--- src/logic/dcr_defines.svh ---
// Offsets, field positions and reset values of the device capability block
`ifndef DCR_DEFINES_SVH
`define DCR_DEFINES_SVH
`define DCR_ADDR_W        8
`define DCR_OFF_DEVCAP    8'hb4
`define DCR_MPS_LSB       0
`define DCR_MPS_MSB       2
`define DCR_MPS_RST       3'h1
`define DCR_MPS_RSVD_MIN  3'h6
`define DCR_PHANTOM_MSB   4
`define DCR_PHANTOM_LSB   3
`define DCR_PHANTOM_VAL   2'h0
`define DCR_XTAG_BIT      5
`define DCR_XTAG_VAL      1'h1
`define DCR_L0S_MSB       8
`define DCR_L0S_LSB       6
`define DCR_L0S_RST       3'h0
`define DCR_L1_MSB        11
`define DCR_L1_LSB        9
`define DCR_L1_RST        3'h0
`define DCR_ABP_BIT       12
`define DCR_AIP_BIT       13
`define DCR_PIP_BIT       14
`define DCR_SPLV_MSB      25
`define DCR_SPLV_LSB      18
`define DCR_SPLV_RST      8'h00
`define DCR_SPLS_MSB      27
`define DCR_SPLS_LSB      26
`define DCR_SPLS_RST      2'h0
`endif

--- src/logic/dcr_pkg.sv ---
// Types shared by the device capability block
package dcr_pkg;
	typedef logic [7:0]  dcr_addr_t;   // Register address
	typedef logic [31:0] dcr_word_t;   // Register data word
	typedef logic [2:0]  dcr_code3_t;  // Three-bit size or latency code
endpackage : dcr_pkg

--- src/logic/dcr_devcap.sv ---
// Device capability register with strap and power limit capture
// What this block does
// Max payload code in bits 2:0, resets 256B
// Phantom function field bits 4:3 reads zero
// Bit 5 reads one: extended tags
// L0s latency bits 8:6, resets lowest
// L1 latency bits 11:9, resets lowest
// Attention button bit follows forward hot-plug strap
// Indicator bits 13,14 follow forward hot-plug strap
// Bits 25:18 capture power limit value
// Bits 27:26 capture power limit scale
//
// Decided for this implementation: the strobed register port.
`include "dcr_defines.svh"
module dcr_devcap #(
	parameter logic [2:0] MPS_CODE = `DCR_MPS_RST,  // Supported payload code
	parameter logic [2:0] L0S_CODE = `DCR_L0S_RST,  // Acceptable L0s code
	parameter logic [2:0] L1_CODE  = `DCR_L1_RST    // Acceptable L1 code
) (
	input  wire logic              CLK_IN,       // Core clock, 10 MHz
	input  wire logic              RST_IN,       // Sync reset, active high
	input  wire dcr_pkg::dcr_addr_t ADDR_IN,     // Register byte address
	input  wire dcr_pkg::dcr_word_t WDATA_IN,    // Write data (ignored)
	input  wire logic              WR_IN,        // Write strobe
	input  wire logic              RD_IN,        // Read strobe
	input  wire logic              HP_STRAP_IN,  // Hot-plug enable strap
	input  wire logic              FWD_MODE_IN,  // High in forward mode
	input  wire logic              SPL_VALID_IN, // Power limit message seen
	input  wire logic [7:0]        SPL_VALUE_IN, // Message limit value
	input  wire logic [1:0]        SPL_SCALE_IN, // Message limit scale
	output logic                   RVALID_OUT,   // Read data valid
	output dcr_pkg::dcr_word_t     RDATA_OUT     // Read data
);
	import dcr_pkg::*;

	dcr_code3_t mps;          // Advertised payload code
	dcr_code3_t l0s;          // Advertised L0s latency code
	dcr_code3_t l1;           // Advertised L1 latency code
	logic       hp_present;   // Hot-plug presence bit
	logic       strap_seen;   // Strap captured once after reset
	logic [7:0] spl_value;    // Captured power limit value
	logic [1:0] spl_scale;    // Captured power limit scale
	dcr_word_t  devcap;       // Assembled register image
	dcr_word_t  next_rdata;   // Read mux result

	// Fixed capability codes; reserved payload codes fall back to reset
	always_ff @(posedge CLK_IN) begin
		if (RST_IN) begin
			mps <= `DCR_MPS_RST;
			l0s <= `DCR_L0S_RST;
			l1  <= `DCR_L1_RST;
		end else begin
			// Reserved codes are never advertised
			mps <= (MPS_CODE >= `DCR_MPS_RSVD_MIN) ? `DCR_MPS_RST : MPS_CODE;
			l0s <= L0S_CODE;
			l1  <= L1_CODE;
		end
	end

	// Strap is caught by the clock at the first edge after reset release
	always_ff @(posedge CLK_IN) begin
		if (RST_IN) begin
			hp_present <= 1'b0;
			strap_seen <= 1'b0;
		end else if (!strap_seen) begin
			hp_present <= HP_STRAP_IN & FWD_MODE_IN;
			strap_seen <= 1'b1;
		end
	end

	// Capture limit value and scale from each power limit message
	always_ff @(posedge CLK_IN) begin
		if (RST_IN) begin
			spl_value <= `DCR_SPLV_RST;
			spl_scale <= `DCR_SPLS_RST;
		end else if (SPL_VALID_IN) begin
			spl_value <= SPL_VALUE_IN;
			spl_scale <= SPL_SCALE_IN;
		end
	end

	// Register image; reserved bits read zero
	always_comb begin
		devcap = '0;
		devcap[`DCR_MPS_MSB:`DCR_MPS_LSB]         = mps;
		devcap[`DCR_PHANTOM_MSB:`DCR_PHANTOM_LSB] = `DCR_PHANTOM_VAL;
		devcap[`DCR_XTAG_BIT]                     = `DCR_XTAG_VAL;
		devcap[`DCR_L0S_MSB:`DCR_L0S_LSB]         = l0s;
		devcap[`DCR_L1_MSB:`DCR_L1_LSB]           = l1;
		devcap[`DCR_ABP_BIT]                      = hp_present;
		devcap[`DCR_AIP_BIT]                      = hp_present;
		devcap[`DCR_PIP_BIT]                      = hp_present;
		devcap[`DCR_SPLV_MSB:`DCR_SPLV_LSB]       = spl_value;
		devcap[`DCR_SPLS_MSB:`DCR_SPLS_LSB]       = spl_scale;
	end

	// Address decode; unmapped addresses read zero
	always_comb begin
		next_rdata = '0;
		if (RD_IN && ADDR_IN == `DCR_OFF_DEVCAP) begin
			next_rdata = devcap;
		end
	end

	// Read data one cycle after the strobe; writes have no effect
	always_ff @(posedge CLK_IN) begin
		if (RST_IN) begin
			RDATA_OUT  <= '0;
			RVALID_OUT <= 1'b0;
		end else begin
			RDATA_OUT  <= next_rdata;
			RVALID_OUT <= RD_IN;
		end
	end
endmodule : dcr_devcap

--- config.mk ---
export PLATFORM = sky130hd
export DESIGN_NAME = dcr_devcap
export DESIGN_NICKNAME = d
export VERILOG_FILES = /design/src/logic/dcr_pkg.sv /design/src/logic/dcr_devcap.sv
export VERILOG_INCLUDE_DIRS = /design/src /design/src/logic
export SDC_FILE = /design/constraint.sdc
export NUM_CORES = 1
export LEC_CHECK = 0
export BUFFER_PORTS_ARGS = -buffer_cell sky130_fd_sc_hd__buf_2
export CORE_UTILIZATION = 40
export DETAILED_ROUTE_END_ITERATION = 10
export PLACE_DENSITY = 0.88
export SLEW_MARGIN = 20
export SYNTH_ARGS = -nofsm -noshare
export SYNTH_HDL_FRONTEND = slang
export SYNTH_SLANG_ARGS = --single-unit
export TNS_END_PERCENT = 1
--- constraint.sdc ---
create_clock -name CLK_IN -period 3.6 [get_ports CLK_IN]
set_clock_uncertainty 0.1 [all_clocks]
set_input_delay 0.54 -clock CLK_IN [delete_from_list [all_inputs] [get_ports CLK_IN]]
set_output_delay 0.54 -clock CLK_IN [all_outputs]
set_load 0.01 [all_outputs]
==> impl_metrics.env, run 1 <==
export IMPL_max_freq_mhz=610.1
export IMPL_antennaDiodeCount=0
export IMPL_area_growth_syn_to_layout_pct=12.96
export IMPL_die_area_sq_mm=0.002866
export IMPL_worstMarginPinSlew_ps=722.7
export IMPL_ys_seq_area_share_pct=47.11
export IMPL_clkSlewWorstSetupHoldPaths_ps=120
export IMPL_min_period_over_period_pct=45.53
export IMPL_hold_path_class="input pin to register"
export IMPL_cp_max_fo=12
export IMPL_min_path_cells=2
export IMPL_required_ps=3720
export IMPL_grt_pass1_wl_um=2615
export IMPL_finalHoldViolations=0
export IMPL_startpoint_type="input pin"
export IMPL_rsz0062_at_grt="no"
export IMPL_die_width_um=53.54
export IMPL_drc=0
export IMPL_endpoint_kind="register"
export IMPL_ios=90
export IMPL_core_area_sq_mm=0.002500
export IMPL_drtIter0Drc=10
export IMPL_antenna_found_initial=0
export IMPL_grt_pass1_vias=591
export IMPL_port_buffers=39
export IMPL_synth_area_sq_mm=0.001062
export IMPL_yosysTopAreaCell="dfxtp_1"
export IMPL_fin_crit_ps=1639
export IMPL_postCtsSetupBuffers=0
export IMPL_dp_hpwl_um=1403
export IMPL_maxCapViolCount=0
export IMPL_drv_slew=0
export IMPL_synth_area_per_cell_sq_um=10.41
export IMPL_yosys_warnings=0
export IMPL_dr_pass1_iters=4
export IMPL_gp_congestion=0.7753
export IMPL_power_density_mw_per_mm2=383.1
export IMPL_drive_above_1_share_pct=39.26
export IMPL_cts_resized_gates=0
export IMPL_place_ws_ps=1633
export IMPL_crit_arrival_ps=1760
export IMPL_fin_ws_ps=1961
export IMPL_cts_buffer_depth=2
export IMPL_tns_ps=0
export IMPL_detail_route_antenna_nets=0
export IMPL_slew_limit_headroom_pct=51.57
export IMPL_final_cells=165
export IMPL_syn_inst=102
export IMPL_synth_area_top_cells="dfxtp_1 47%, buf_4 14%, nor4_2 11%"
export IMPL_cts_num_sinks=25
export IMPL_cts_tree="built"
export IMPL_routed_wirelength_um=1772
export IMPL_wire_per_inst_um=10.74
export IMPL_grt_ovfl_total=0
export IMPL_via_per_inst=4.473
export IMPL_status="completed"
export IMPL_htree_levels=1
export IMPL_ys_seq_elements=25
export IMPL_setup_viol=0
export IMPL_cts_buffers=3
export IMPL_rows=18
export IMPL_dp_cells=161
export IMPL_power_uw=459.7
export IMPL_grt_max_degree=15
export IMPL_yosysTopAreaCellShare_pct=47.11
export IMPL_fin_nets=193
export IMPL_cts_root_buf="clkbuf_4"
export IMPL_synth_distinct_cells=20
export IMPL_die_h_um=53.54
export IMPL_vias=738
export IMPL_criticalPathCategory="input pin to register"
export IMPL_leakagePower_nw=0.5638
export IMPL_num_fill_cells=233
export IMPL_peakVddDrop_mv=0.2748
export IMPL_grt_use_total_pct=13.40
export IMPL_r2r_cells=2
export IMPL_start_util_pct=42.49
export IMPL_ctsHoldBuffers=0
export IMPL_clk_latency_ps=320
per-stage QoR:
stage	hold WS [ps]	cell area, sq um	util (%)
finish	335.3	1200	48.00
global route	343.5	1200	48.00
CTS	330.0	1200	48.00
detailed placement	336.2	1174	46.95
global placement	327.3	1174	46.95
floorplan	314.6	1122	-
final cells by class:
type	count	area, sq um	area share [%]
Inverter	1	3.754	0.3128
Multi-Input combinational cell	66	436.7	36.39
Clock buffer	4	26.28	2.190
Tap cell	30	37.54	3.128
Timing Repair Buffer	39	195.2	16.27
Sequential cell	25	500.5	41.71
synth_stat cells, drive strengths merged:
library cell,instances
nand3b,1
nor2b,1
nor2,10
inv,1
nor4,11
nand4b,1
nor4b,1
dfxtp,25
mux2i,10
a21oi,1
or4b,1
buf,24
clkbuf,2
nand2,12
conb,1
flip-flops by register name, indices dropped and copies added, names as in the netlist:
name and cells:
spl_value 8, hp_present 1, RDATA_OUT 12, spl_scale 2, RVALID_OUT 1, strap_seen 1
cell usage in the layout, fill, tap and decap left out, types with 3 or more instances in the layout:
master,count
conb_1,17
dfxtp_1,25
buf_2,39
mux2i_1,10
clkbuf_4,3
nor2_1,10
nor4_2,9
nand2_1,12
per-layer routing:
metal / global-route usage [%] / routed length [um] / up-vias
li1: - / - / 369
met4: 12.72 / 73 / 0
met2: 21.67 / 906 / 37
met1: 14.55 / 665 / 325
met5: 0 / 0 / -
met3: 2.542 / 127 / 7
report_power, final:
group | internal [mW] | switching, mW | total (mW)
clock | 0.0434 | 0.0781 | 0.121
combinational | 0.0187 | 0.0304 | 0.0491
sequential | 0.285 | 0.00421 | 0.289
cell families (layout without fill, tap and decap cells):
logic type	Yosys count	in the layout	synth area share, %
and+or+nand+nor	38	38	25.21
buffers and inverters	27	44	17.43
DFF	25	25	47.11
muxes	10	10	9.423
other	1	17	0.3530
AOI/OAI and AO/OA	1	1	0.4707
final timing paths:
check	start	slack, ps	to
worst max-delay path	ADDR_IN[6]	1960	RDATA_OUT[26]
worst max register to register	spl_scale[0]	2790	RDATA_OUT[26]
worst min-delay path	RD_IN	340	RVALID_OUT
worst min register to register	spl_value[5]	360	RDATA_OUT[23]
critical path, stage by stage:
cell and delay, ps:
buf_2 90, nand4b_1 630, nor4_1 490
No activity file was read; power rests on OpenSTA's default activity.
==> run 2: changes to the inputs <==
--- a/config.mk
+++ b/config.mk
@@ -7,9 +7,9 @@
 export NUM_CORES = 1
 export LEC_CHECK = 0
 export BUFFER_PORTS_ARGS = -buffer_cell sky130_fd_sc_hd__buf_2
-export CORE_UTILIZATION = 40
+export CORE_UTILIZATION = 37
 export DETAILED_ROUTE_END_ITERATION = 10
-export PLACE_DENSITY = 0.88
+export PLACE_DENSITY = 0.83
 export SLEW_MARGIN = 20
 export SYNTH_ARGS = -nofsm -noshare
 export SYNTH_HDL_FRONTEND = slang
==> constraint.sdc (replaced) <==
create_clock -name CLK_IN -period 1.56 [get_ports CLK_IN]
set_clock_uncertainty 0.1 [all_clocks]
set_input_delay 0.234 -clock CLK_IN [delete_from_list [all_inputs] [get_ports CLK_IN]]
set_output_delay 0.234 -clock CLK_IN [all_outputs]
set_load 0.01 [all_outputs]
==> run 2 against run 1 <==
Effect of this change: via count is 0.54% lower; final area is 1.4% higher; cell count is 1.8% higher; critical endpoint is now RDATA_OUT[0]; largest power group unchanged; highest routed layer unchanged.
==> impl_metrics.env, run 2 (synthesis gave the netlist of run 1 again) <==
export IMPL_cts_buffer_depth=2
export IMPL_fin_util_pct=44.49
export IMPL_grt_pass1_wl_um=2477
export IMPL_fin_nets=195
export IMPL_grt_max_degree=14
export IMPL_die_h_um=55.58
export IMPL_leakagePower_nw=0.5729
export IMPL_dr_pass1_iters=4
export IMPL_start_util_pct=38.86
export IMPL_rows=19
export IMPL_drv_slew=0
export IMPL_setup_viol=0
export IMPL_max_freq_mhz=845.0
export IMPL_die_width_um=55.58
export IMPL_cts_num_sinks=25
export IMPL_cts_root_buf="clkbuf_4"
export IMPL_port_buffers=39
export IMPL_hold_path_class="input pin to register"
export IMPL_clkSlewWorstSetupHoldPaths_ps=130
export IMPL_ctsHoldBuffers=0
export IMPL_detail_route_antenna_nets=0
export IMPL_power_mw=1.056
export IMPL_startpoint_type="input pin"
export IMPL_routed_wirelength_um=1534
export IMPL_criticalPathCategory="input pin to register"
export IMPL_cts_resized_gates=0
export IMPL_finalHoldViolations=0
export IMPL_grt_pass1_vias=589
export IMPL_regMostFlops="RDATA_OUT"
export IMPL_rsz0062_at_grt="no"
export IMPL_crit_arrival_ps=1290
export IMPL_grt_use_total_pct=10.37
export IMPL_antennaDiodeCount=0
export IMPL_min_period_over_period_pct=75.86
export IMPL_antenna_found_initial=0
export IMPL_grt_ovfl_total=0
export IMPL_clk_latency_ps=300
export IMPL_postCtsSetupBuffers=0
export IMPL_power_density_mw_per_mm2=868.5
export IMPL_via_per_inst=4.369
export IMPL_fin_crit_ps=1183
export IMPL_die_area_sq_mm=0.003089
export IMPL_largest_reg_flops=12
export IMPL_cts_buffers=3
export IMPL_layout_common_cells="39 x buf_2, 25 x dfxtp_1, 17 x conb_1"
export IMPL_biggestRegsByFlops="RDATA_OUT x12, spl_value x8, spl_scale x2"
export IMPL_peakVddDrop_mv=0.5035
export IMPL_drtIter0Drc=5
export IMPL_dp_hpwl_um=1220
export IMPL_cp_max_fo=12
export IMPL_maxCapViolCount=0
export IMPL_cts_tree="built"
export IMPL_required_ps=1670
export IMPL_gp_congestion=0.7504
export IMPL_tns_ps=0
export IMPL_area_growth_syn_to_layout_pct=14.49
export IMPL_htree_levels=1
export IMPL_vias=734
export IMPL_wire_per_inst_um=9.131
export IMPL_final_common_cell="buf_2"
export IMPL_endpoint_kind="register"
export IMPL_core_area_sq_mm=0.002734
export IMPL_ios=90
export IMPL_status="completed"
export IMPL_drive_above_1_share_pct=40.15
export IMPL_drc=0
run 2: cell types whose count changed in the layout (fill, tap and decap cells not counted), sizes merged:
cell and change:
buf +2
run 2: final cells by class:
class | instances | area, sq um
repair buffers | 41 | 210.2
inverters | 1 | 3.754
well taps | 31 | 38.79
clock buffers | 4 | 26.28
flip-flops and latches | 25 | 500.5
fillers | 247 | 1518
multi-input cells | 66 | 436.7
run 2: path summary, 6_finish.rpt:
path | start | endpoint | slack (ps) | cells past startpoint
hold reg to reg | spl_scale[0] | RDATA_OUT[26] | 350 | 2
setup / recovery | ADDR_IN[3] | RDATA_OUT[0] | 380 | 3
setup reg to reg | strap_seen | hp_present | 770 | 2
hold / removal | RD_IN | RVALID_OUT | 40 | 2
run 2: per-stage QoR:
stage / instances / area [sq um] / hold slack (ps) / worst slack [ps]
3_5_place_dp: 164 / 1190 / 326.7 / 57.32
2_1_floorplan: 118 / 1122 / 203.1 / 262.0
4_1_cts: 168 / 1216 / 34.31 / 387.0
6_report: 168 / 1216 / 42.88 / 376.5
5_1_grt: 168 / 1216 / 48.30 / 358.9
3_3_place_gp: 164 / 1190 / 329.3 / 115.8
run 2: power breakdown:
group,switching [mW],internal (mW)
Clock,0.175,0.0997
Combinational,0.0694,0.0457
Sequential,0.00938,0.657
Total,0.254,0.803
run 2: layer usage:
layer | global-route usage (%) | up-vias | routed length [um] | share of wire (%)
li1 | - | 378 | - | -
met4 | 7.143 | 0 | 10 | 0.65
met1 | 10.77 | 324 | 635 | 41
met5 | 0 | - | 0 | 0
met2 | 17.73 | 30 | 786 | 51
met3 | 3.256 | 2 | 102 | 6.6
run 2: critical path, cell delays in order:
cell,delay [ps]
buf_2,90
or4b_4,650
nor4b_1,310
